## src/common/mixer_defs.svh

```systemverilog
`ifndef MIXER_DEFS_SVH
`define MIXER_DEFS_SVH

// ----------------------------------------------------------------------
// Clock and timing
// ----------------------------------------------------------------------
`define MIX_CLK_KHZ        20000
`define MIX_OFFSET_HZ      500
`define MIX_BEAT_MAX_HZ    1000
`define MIX_TIMEOUT_MS     1000
`define MIX_TIMEOUT_CYC    (`MIX_TIMEOUT_MS * `MIX_CLK_KHZ)

// ----------------------------------------------------------------------
// Field widths and reset values
// ----------------------------------------------------------------------
`define MIX_REF_CNT_W      32
`define MIX_PRE_CNT_W      8
`define MIX_CNT_W          25
`define MIX_DIV_LOG2_W     5
`define MIX_PRE_LOG2_W     3
`define MIX_DIV_LOG2_DEF   8
`define MIX_BEAT_RST       1'b0

`endif

```

## src/common/mixer_pkg.sv

```systemverilog
`include "mixer_defs.svh"

package mixer_pkg;

    // Period meter arming state
    typedef enum logic {
        MEAS_IDLE   = 1'b0,
        MEAS_TIMING = 1'b1
    } meas_state_t;

    // Whole state of the mixer outside the period meter
    typedef struct packed {
        logic                          sens_d;
        logic [`MIX_PRE_CNT_W-1:0]     pre_cnt;
        logic [`MIX_REF_CNT_W-1:0]     ref_cnt;
        logic                          beat;
    } mix_state_t;

    // Whole state of the period meter
    typedef struct packed {
        meas_state_t                   mode;
        logic                          beat_d;
        logic [`MIX_CNT_W-1:0]         count;
        logic [`MIX_CNT_W-1:0]         period;
        logic                          valid;
        logic                          stale;
    } meas_state_s_t;

    // All-ones mask of the low n bits
    function automatic logic [`MIX_REF_CNT_W-1:0] low_mask(input logic [`MIX_DIV_LOG2_W-1:0] n);
        low_mask = ({{(`MIX_REF_CNT_W-1){1'b0}}, 1'b1} << n) - {{(`MIX_REF_CNT_W-1){1'b0}}, 1'b1};
    endfunction : low_mask

endpackage : mixer_pkg

```

## src/common/beat_if.sv

```systemverilog
`timescale 1ns/100ps
`include "mixer_defs.svh"

interface beat_if;
    logic                   beat;
    logic [`MIX_CNT_W-1:0]  period;
    logic                   valid;
    logic                   stale;

    modport mixer (output beat, input period, input valid, input stale);
    modport meter (input beat, output period, output valid, output stale);
endinterface : beat_if

```

## src/beat_period_meter.sv

```systemverilog
`timescale 1ns/100ps
`include "mixer_defs.svh"

module beat_period_meter
    import mixer_pkg::*;
#(
    parameter logic [`MIX_CNT_W-1:0] TIMEOUT_CYC = `MIX_CNT_W'(`MIX_TIMEOUT_CYC)
) (
    input  wire logic  i_clk,
    input  wire logic  i_resetn,
    beat_if.meter      bus
);

    meas_state_s_t st;
    meas_state_s_t next_st;
    logic          rise;

    // ------------------------------------------------------------------
    // Period counting
    // ------------------------------------------------------------------
    // Beat already lives on the reference clock, so no extra crossing
    assign rise = bus.beat & ~st.beat_d;

    // Count reference cycles from one beat rise to the next
    always_comb begin
        next_st        = st;
        next_st.beat_d = bus.beat;
        next_st.valid  = 1'b0;
        unique case (st.mode)
            MEAS_IDLE: begin
                if (rise) begin
                    next_st.mode  = MEAS_TIMING;
                    next_st.count = '0;
                end
            end
            MEAS_TIMING: begin
                if (rise) begin
                    next_st.period = st.count + `MIX_CNT_W'(1);
                    next_st.valid  = 1'b1;
                    next_st.stale  = 1'b0;
                    next_st.count  = '0;
                end else if (st.count == TIMEOUT_CYC - `MIX_CNT_W'(1)) begin
                    // Beat near zero: flag it and re-arm on the next rise
                    next_st.stale = 1'b1;
                    next_st.mode  = MEAS_IDLE;
                end else begin
                    next_st.count = st.count + `MIX_CNT_W'(1);
                end
            end
        endcase
    end

    // State register
    always_ff @(posedge i_clk or negedge i_resetn) begin
        if (!i_resetn) begin
            st <= '{mode: MEAS_IDLE, beat_d: 1'b0, count: '0, period: '0, valid: 1'b0, stale: 1'b0};
        end else begin
            st <= next_st;
        end
    end

    assign bus.period = st.period;
    assign bus.valid  = st.valid;
    assign bus.stale  = st.stale;

    // ------------------------------------------------------------------
    // Checks
    // ------------------------------------------------------------------
    chk_period_value: assert property (@(posedge i_clk) disable iff (!i_resetn)
        (st.mode == MEAS_TIMING && rise) |=> (st.valid && st.period == $past(st.count) + `MIX_CNT_W'(1)))
        else $error("period not latched from count on beat rise");

    chk_count_restart: assert property (@(posedge i_clk) disable iff (!i_resetn)
        rise |=> (st.count == '0 && st.mode == MEAS_TIMING))
        else $error("count not restarted on beat rise");

    chk_valid_cause: assert property (@(posedge i_clk) disable iff (!i_resetn)
        st.valid |-> ($past(rise) && $past(st.mode) == MEAS_TIMING))
        else $error("valid pulse without a timed beat rise");

endmodule : beat_period_meter

```

## src/digital_heterodyne_mixer.sv

```systemverilog
`timescale 1ns/100ps
`include "mixer_defs.svh"

module digital_heterodyne_mixer
    import mixer_pkg::*;
#(
    parameter logic [`MIX_CNT_W-1:0] TIMEOUT_CYC = `MIX_CNT_W'(`MIX_TIMEOUT_CYC)
) (
    input  wire logic                        I_REF_CLK,
    input  wire logic                        I_RESETN,
    input  wire logic                        I_SENSOR,
    input  wire logic [`MIX_DIV_LOG2_W-1:0]  I_REF_DIV_LOG2,
    input  wire logic [`MIX_PRE_LOG2_W-1:0]  I_PRE_LOG2,
    output logic                             O_REF_TICK,
    output logic                             O_BEAT,
    output logic [`MIX_CNT_W-1:0]            O_PERIOD,
    output logic                             O_PERIOD_VALID,
    output logic                             O_BEAT_STALE
);

    mix_state_t                  st;
    mix_state_t                  next_st;
    logic [`MIX_REF_CNT_W-1:0]   ref_mask;
    logic                        ref_tick;
    logic                        sens_rise;
    logic                        pre_sig;
    logic [`MIX_PRE_LOG2_W-1:0]  pre_bit;

    beat_if bus ();

    // ------------------------------------------------------------------
    // Reference divider
    // ------------------------------------------------------------------
    // Tick once per 2^n clocks; a free counter keeps the phase steady
    // when the ratio is changed, at the cost of one odd first period.
    assign ref_mask = low_mask(I_REF_DIV_LOG2);
    assign ref_tick = (st.ref_cnt & ref_mask) == ref_mask;

    // ------------------------------------------------------------------
    // Sensor prescaler
    // ------------------------------------------------------------------
    // Sensor pin is taken as synchronous to the reference clock
    assign sens_rise = I_SENSOR & ~st.sens_d;
    assign pre_bit   = I_PRE_LOG2 - `MIX_PRE_LOG2_W'(1);

    // Bit k of the edge counter divides by 2^(k+1); zero is bypass
    always_comb begin
        if (I_PRE_LOG2 == '0) begin
            pre_sig = I_SENSOR;
        end else begin
            pre_sig = st.pre_cnt[pre_bit];
        end
    end

    // ------------------------------------------------------------------
    // Next state
    // ------------------------------------------------------------------
    always_comb begin
        next_st         = st;
        next_st.sens_d  = I_SENSOR;
        next_st.ref_cnt = st.ref_cnt + `MIX_REF_CNT_W'(1);
        if (sens_rise) begin
            next_st.pre_cnt = st.pre_cnt + `MIX_PRE_CNT_W'(1);
        end
        // The one sampling flop: undersampling yields the beat
        if (ref_tick) begin
            next_st.beat = pre_sig;
        end
    end

    // State register
    always_ff @(posedge I_REF_CLK or negedge I_RESETN) begin
        if (!I_RESETN) begin
            st <= '{sens_d: 1'b0, pre_cnt: '0, ref_cnt: '0, beat: `MIX_BEAT_RST};
        end else begin
            st <= next_st;
        end
    end

    // ------------------------------------------------------------------
    // Period meter
    // ------------------------------------------------------------------
    // Beat is a flop on this clock, so it is already synchronous
    assign bus.beat = st.beat;

    beat_period_meter #(
        .TIMEOUT_CYC (TIMEOUT_CYC)
    ) u_meter (
        .i_clk    (I_REF_CLK),
        .i_resetn (I_RESETN),
        .bus      (bus)
    );

    // Outputs; tick is a handshake-style strobe and may be combinational
    assign O_REF_TICK     = ref_tick;
    assign O_BEAT         = st.beat;
    assign O_PERIOD       = bus.period;
    assign O_PERIOD_VALID = bus.valid;
    assign O_BEAT_STALE   = bus.stale;

    // ------------------------------------------------------------------
    // Checks
    // ------------------------------------------------------------------
    chk_beat_sample: assert property (@(posedge I_REF_CLK) disable iff (!I_RESETN)
        ref_tick |=> (st.beat == $past(pre_sig)))
        else $error("beat flop did not take the sensor sample");

    chk_beat_hold: assert property (@(posedge I_REF_CLK) disable iff (!I_RESETN)
        !ref_tick |=> $stable(st.beat))
        else $error("beat changed without a reference tick");

    chk_beat_change: assert property (@(posedge I_REF_CLK) disable iff (!I_RESETN)
        $changed(st.beat) |-> ($past(ref_tick) && $past(pre_sig) != $past(st.beat)))
        else $error("beat edge not caused by a sampled sensor level");

    // Spacing is only promised while the ratio holds over the whole interval
    chk_tick_spacing: assert property (@(posedge I_REF_CLK) disable iff (!I_RESETN)
        (ref_tick && I_REF_DIV_LOG2 == `MIX_DIV_LOG2_W'(2)) ##1 (I_REF_DIV_LOG2 == `MIX_DIV_LOG2_W'(2)) [*4]
        |-> (ref_tick && !$past(ref_tick, 1) && !$past(ref_tick, 2) && !$past(ref_tick, 3)))
        else $error("reference tick spacing wrong for divide by four");

    chk_tick_every: assert property (@(posedge I_REF_CLK) disable iff (!I_RESETN)
        (I_REF_DIV_LOG2 == '0) |-> ref_tick)
        else $error("undivided reference must tick every cycle");

    chk_pre_bypass: assert property (@(posedge I_REF_CLK) disable iff (!I_RESETN)
        (I_PRE_LOG2 == '0) |-> (pre_sig == I_SENSOR))
        else $error("prescaler bypass does not pass the sensor");

    chk_pre_halve: assert property (@(posedge I_REF_CLK) disable iff (!I_RESETN)
        (sens_rise && I_PRE_LOG2 == `MIX_PRE_LOG2_W'(1) && $stable(I_PRE_LOG2))
        ##1 (I_PRE_LOG2 == `MIX_PRE_LOG2_W'(1)) |-> (pre_sig != $past(pre_sig)))
        else $error("divide by two prescaler did not toggle on sensor rise");

    chk_period_out: assert property (@(posedge I_REF_CLK) disable iff (!I_RESETN)
        $rose(st.beat) |-> ##1 ($stable(O_PERIOD) || O_PERIOD_VALID))
        else $error("period output moved without valid");

endmodule : digital_heterodyne_mixer

```

## config.mk

```make
export PLATFORM = sky130hd
export DESIGN_NAME = digital_heterodyne_mixer
export DESIGN_NICKNAME = d
export VERILOG_FILES = /design/src/common/mixer_pkg.sv /design/src/common/beat_if.sv /design/src/beat_period_meter.sv /design/src/digital_heterodyne_mixer.sv
export VERILOG_INCLUDE_DIRS = /design/src /design/src/common
export SDC_FILE = /design/constraint.sdc
export NUM_CORES = 1
export LEC_CHECK = 0
export BUFFER_PORTS_ARGS = -buffer_cell sky130_fd_sc_hd__buf_2
export CORE_MARGIN = 2
export CORE_UTILIZATION = 40
export CTS_CLUSTER_SIZE = 30
export DETAILED_ROUTE_END_ITERATION = 8
export PLACE_DENSITY = 0.65
export SETUP_SLACK_MARGIN = 0.5
export SYNTH_ARGS = -nofsm -noshare
export SYNTH_HDL_FRONTEND = slang
export SYNTH_HIERARCHICAL = 1
export SYNTH_SLANG_ARGS = --single-unit
```

## constraint.sdc

```tcl
create_clock -name I_REF_CLK -period 4.1 [get_ports I_REF_CLK]
set_input_delay 0.615 -clock I_REF_CLK [delete_from_list [all_inputs] [get_ports I_REF_CLK]]
set_output_delay 0.615 -clock I_REF_CLK [all_outputs]
set_load 0.01 [all_outputs]
```

==> flow_metrics.tcl, run 1 <==
set metrics [dict create \
    outcome "finished clean" \
    crit_start "I_REF_DIV_LOG2[3]" \
    ant_nets 0 \
    synth.net_count 595 \
    worst_slew_pin_slew_ns 0.940 \
    nets 598 \
    clock_sinks 95 \
    cts_tree "done" \
    peakVddDrop_mv 0.189 \
    r2r-end "u_meter/st[38]" \
    syn-cell-area_sq_um 5370 \
    grt_setup_unrepaired "no" \
    die_w_um 120 \
    num_rows 42 \
    cts-htree-levels 3 \
    cap_viol_max_count 0 \
    start_util 0.407 \
    yosys.area_share.xor_xnor 0.113 \
    critical_path.endpoint_type "output port" \
    critPathCapture "O_REF_TICK" \
    min_period_ns 3.44 \
    synth_most_common_cell "dfrtp_1" \
    synth_area_per_cell_sq_um 9.29 \
    hold_ws_ns 0.397 \
    timing.final.crit_share 0.839 \
    dr.pass1.iters 4 \
    synth_enable_flop_cells 0 \
    synth.distinct_cells 55 \
    synth_cells 578 \
    synth_ff_type "dfrtp_1" \
    synth_mux_area_frac 0.0184 \
    async_reset_ff_frac 1.00 \
    crit_type "in2out" \
    clock_path_buffers 2 \
    fin_setup_tns_ns 0 \
    port_buffers 39 \
    start_kind "input pin" \
    overflow 0 \
    antenna_cells 0 \
    route.detailed.drc 0 \
    yosys_register_bits 95 \
    grt.total_usage 0.168 \
    die_area_sq_um 14400 \
    finalPower_mw 2.02 \
    pin_count 40 \
    gp_congestion 0.913 \
    yosys.area.top_type "dfrtp_1" \
    arrival_ns 2.83 \
    synthSimpleGateAreaFrac 0.213 \
    min_path_type "in2async" \
    rrSetupSlack_ns 1.16 \
    synth_top_family_by_area "simple AND/OR/NAND/NOR gates" \
    vias_per_cell 5.26 \
    skew_ns 0.00871 \
    wl_mm 11.3 \
    yosysWarningCount 6 \
    critical_path_required_ns 3.48 \
    synthTopCellsByArea "dfrtp_1 (44%), xnor2_1 (6.2%), xor2_1 (5.1%)" \
    avgRoutedWirePerCell_um 14.8 \
    clock.fmax_ghz 0.291 \
    synth_compound_area_frac 0.124 \
    setup_viol 0 \
    grt_max_degree 75 \
    num_vias 4006 \
    cts_made_buffers 9 \
    power.density_nw_per_um2 344 \
    drtIter0Drc 213 \
    slew_headroom 0.369 \
    grt_pass1_wl_mm 19.3 \
    antenna_found_initial 0 \
    synth_fa_ha_area_frac 0.0140 \
    core_area_sq_um 13200 \
    critical_path.max_fanout 7 \
    reg2reg_from "u_meter/st[27]" \
    cts_root_buf "clkbuf_16" \
    synth_top_area_share 0.443 \
    clk_latency_ns 0.35 \
    post-dp-hpwl_mm 7.90 \
    seq_area_frac_synth 0.443 \
    die_h_um 120 \
    final_max_slew_viol_count 0 \
    synth_common_cells "dfrtp_1 (95), nand2_1 (71), o21ai_0 (45), nor2_1 (42), xnor2_1 (38)" \
    rr_worst_depth 6 \
    p_leak_nw 2.55 \
    hold_viol_final 0 \
    first_global_vias 3865 \
    syn_to_final_growth_pct 9.18 \
    layout-drive-gt1-share 0.143 \
    clkTransAtPathRegs_ns 0.07 \
]
==> placed cells by master (no fill, tap or decap), drive strengths merged, types with 3 or more instances in the layout <==
| cell type | synthesis | layout |
|---|---|---|
| inv | 13 | 15 |
| a31oi | 3 | 3 |
| a211oi | 5 | 5 |
| nor2 | 42 | 42 |
| nand3 | 24 | 24 |
| mux2 | 3 | 3 |
| buf | 38 | 48 |
| a211o | 3 | 3 |
| clkbuf | 18 | 11 |
| nor4b | 3 | 3 |
| nor3 | 11 | 11 |
| ha | 6 | 6 |
| o21ai | 51 | 51 |
| dfrtp | 95 | 95 |
| nand4 | 16 | 16 |
| o22ai | 3 | 3 |
| nand2b | 7 | 7 |
| o211ai | 9 | 9 |
| a21oi | 23 | 23 |
| xnor2 | 38 | 38 |
| nor4 | 6 | 6 |
| or3 | 12 | 12 |
| nand2 | 71 | 71 |
| and4 | 5 | 5 |
| and3 | 7 | 7 |
| xor2 | 31 | 31 |
| or4 | 10 | 10 |
==> logic make-up after synthesis <==
group,Yosys count
simple gates,222
fa+ha+maj,6
xor+xnor,69
mux,7
compound gates,110
buf+inv,69
flops,95
==> per-layer routing <==
layer  global-route usage  wire [um]
met2                0.269       5400
met4               0.0485        193
met3               0.0428        447
met5                    0          0
met1                0.225       5210
==> critical path, cell delays in order <==
cell,delay [ns]
buf_2,0.12
nor3_4,0.27
nand3_2,0.13
ha_4,0.21
nand2_2,0.10
a211o_1,0.12
a21oi_1,0.06
a211o_1,0.27
or4_4,0.50
nor4b_4,0.24
buf_2,0.17
==> what timing repair did <==
action,4_1_cts,5_1_grt
pin swaps,0,4
hold buffers,0,0
gates resized for setup,5,12
setup endpoints to repair,1,1
setup buffers,0,2
endpoints found under the hold margin,0,0
==> stage by stage <==
stage	cell area (sq um)	worst slack, ns	std cells	util
after floorplan	5370	0.587	578	-
after global routing	5860	0.502	762	0.444
after detailed placement	5480	0.194	744	0.416
after CTS	5820	0.516	760	0.441
final	5860	0.659	762	0.444
after global placement	5480	0.229	744	0.416
==> cell type report <==
cell class	instances	area, sq um
clock buffers	11	243
multi-input cells	414	2630
repair buffers	48	278
clock inverters	5	65.1
fillers	1306	7330
flip-flops and latches	95	2380
inverters	13	48.8
well taps	176	220
==> worst min-delay path by stage <==
stage                     startpoint                     to  slack [ns]
after global placement        st[40]                 st[40]        0.46
after global routing        I_SENSOR                 st[41]        0.41
after detailed placement      st[40]                 st[40]        0.45
after floorplan             I_RESETN                 O_BEAT        0.32
after CTS                   I_SENSOR                 st[41]        0.41
final                       I_RESETN  u_meter/bus.period[2]        0.40
==> state kept, by name, summed over array words and instances (netlist names) <==
name / flops
u_meter/bus.valid: 1
u_meter/bus.period: 25
O_BEAT: 1
st: 40
u_meter/st: 27
u_meter/bus.stale: 1
==> power by group <==
group | switching (mW) | internal (mW) | leakage, nW
Combinational | 0.0839 | 0.0710 | 1.10
Sequential | 0.0353 | 0.966 | 1.30
Clock | 0.365 | 0.496 | 0.144
No activity file was read; power rests on OpenSTA's default activity.
==> inputs of run 2 (changes only) <==
ABC_AREA = 1   (was default)
clock period = 3.4 ns   (was 4.1 ns; I/O delays follow)
==> run 2 against run 1 <==
Compared with the run above:
- non-clock buffer count is 18 higher
- flip-flop and latch count stayed put
- clock skew increased by 0.0023 ns
- routed wire length rose by 23%
- critical endpoint is now O_BEAT
==> flow_metrics.tcl, run 2 <==
set metrics [dict create \
    grt_pass1_wl_mm 23.7 \
    syn-cell-area_sq_um 6050 \
    synthTopCellsByArea "dfrtp_1 (39%), nand2_1 (16%), nand3_1 (6.5%)" \
    min_path_type "in2async" \
    skew_ns 0.0111 \
    gp_congestion 0.926 \
    critical_path.max_fanout 8 \
    final_max_slew_viol_count 0 \
    clock.fmax_ghz 0.354 \
    use_met3 0.0413 \
    drtIter0Drc 315 \
    gr-usage-met1 0.235 \
    grt_setup_unrepaired "yes" \
    port_buffers 39 \
    avgRoutedWirePerCell_um 13.4 \
    most-common-layout-cells "nand2_1 (247), dfrtp_1 (95), nand3_1 (75), inv_1 (72), nor2_1 (69)" \
    layout-drive-gt1-share 0.196 \
    arrival_ns 3.07 \
    synth.distinct_cells 43 \
    power.density_nw_per_um2 379 \
    cp_common_cell "buf_4" \
    die_area_sq_um 16100 \
    cts-htree-levels 3 \
    min_period_ns 2.83 \
    top_register "st" \
    start_kind "input pin" \
    p_leak_nw 3.61 \
    synth.net_count 822 \
    synth_ff_type "dfrtp_1" \
    antenna_found_initial 0 \
    grt.total_usage 0.181 \
    multi_input_area_sq_um 3120 \
    cts_made_buffers 9 \
    rrSetupSlack_ns 0.91 \
    cts_root_buf "clkbuf_16" \
    yosys.area.top_type "dfrtp_1" \
    num_rows 44 \
    synth_most_common_cell "nand2_1" \
    clkTransAtPathRegs_ns 0.07 \
    async_reset_ff_frac 1.00 \
    die_w_um 127 \
    yosysWarningCount 6 \
    clock_sinks 95 \
    clk_latency_ns 0.35 \
    peakVddDrop_mv 0.233 \
    mostFrequentLayoutCell "nand2_1" \
    placed_area_sq_um 6230 \
    post-dp-hpwl_mm 10.1 \
    cts_hold_buf 0 \
    clock_path_buffers 2 \
    syn_to_final_growth_pct 13.4 \
    synth_common_cells "nand2_1 (251), dfrtp_1 (95), nand3_1 (79), inv_1 (76), nor2_1 (71)" \
    slowest_stage "ha_4" \
    timing.final.crit_share 0.832 \
    slew_headroom 0.468 \
    first_global_vias 4941 \
    synth_cells 805 \
    hold_viol_final 0 \
    largest_reg_flops 40 \
    overflow 0 \
    cpPeakStageDelay_ns 0.18 \
    setup_viol 0 \
    grt-busiest-layer "met2" \
    synth_area_per_cell_sq_um 7.51 \
    hold_ws_ns 0.255 \
    crit_type "in2reg" \
    final_util 0.469 \
    grt_max_degree 64 \
    core_area_sq_um 14600 \
    seq_area_frac_synth 0.393 \
    critical_path_required_ns 3.64 \
    path_buf_inv 13 \
    cts_tree "done" \
    ant_nets 0 \
    synth_top_area_share 0.393 \
    dr.pass1.iters 5 \
    worst_slew_pin_slew_ns 0.798 \
    synth_enable_flop_cells 0 \
    critical_path.endpoint_type "flip-flop" \
    die_h_um 127 \
    cp_top_family "buffers and inverters" \
    num_vias 5080 \
    pin_count 40 \
    outcome "finished clean" \
    vias_per_cell 4.93 \
    yosys_register_bits 95 \
    final-seq-area_sq_um 2380 \
    antenna_cells 0 \
    dp.cells 992 \
    route.detailed.drc 0 \
    cap_viol_max_count 0 \
    stdcell_count 1030 \
    wl_mm 13.8 \
    grt_use_met2 0.302 \
    fin_setup_tns_ns 0 \
    fillers 1451 \
    start_util 0.413 \
    final_cell_area_sq_um 6860 \
    nets 858 \
]
run 2: power by group:
group	internal [mW]	switching (mW)
clock	0.654	0.463
combinational	0.110	0.169
sequential	1.17	0.0373
total	1.93	0.669
run 2: timing repair:
action,in CTS,in global routing
hold endpoints to repair,0,0
gates resized for setup,20,19
setup buffers,16,6
gates cloned,0,0
setup endpoints to repair,1,2
pin swaps,9,12
run 2: cell type report:
| type | count | area share |
|---|---|---|
| multi-input cells | 577 | 0.454 |
| flip-flops and latches | 95 | 0.346 |
| repair buffers | 66 | 0.0666 |
| inverters | 92 | 0.0514 |
| well taps | 184 | 0.0336 |
| clock buffers | 9 | 0.0328 |
| clock inverters | 7 | 0.0148 |
run 2: worst reg2reg max path, delay by kind of cell, from the launching register on:
family	cells	cell delay (ns)
buffers and inverters	11	1.29
flip-flops	1	0.39
AO/OA/AOI/OAI	1	0.21
AND/OR/NAND/NOR	8	0.51
run 2: worst paths after layout:
| kind | startpoint | endpoint | depth (start not counted) |
|---|---|---|---|
| max | I_REF_DIV_LOG2[0] | O_BEAT | 26 |
| min in group I_REF_CLK | I_SENSOR | st[41] | 1 |
| max in group asynchronous | I_RESETN | st[26] | 2 |
| min reg2reg | st[17] | st[17] | 1 |
| max reg2reg | st[9] | O_BEAT | 20 |
| min | I_RESETN | u_meter/bus.period[8] | 1 |
run 2: layer usage:
layer / vias up / part of all wire
met5: - / 0
met4: 0 / 0.019
met3: 24 / 0.044
met2: 124 / 0.47
met1: 2353 / 0.46
li1: 2579 / -
run 2: metrics by stage:
stage / worst slack, ns / power (mW)
2_1_floorplan: 0.747 / 1.40
3_3_place_gp: 0.406 / 1.48
3_5_place_dp: 0.329 / 1.48
4_1_cts: 0.502 / 2.63
5_1_grt: 0.452 / 2.73
6_report: 0.572 / 2.60
run 2: kinds of logic (layout without fill, tap and decap cells):
group,after synthesis,in the layout,share of synthesized area
muxes,1,1,0.00186
AOI/OAI and AO/OA,30,30,0.0275
xor gates and xnor gates,50,50,0.0724
buffers and inverters,133,174,0.106
and+or+nand+nor,490,490,0.387
adders and majority gates,6,6,0.0124
DFF,95,95,0.393
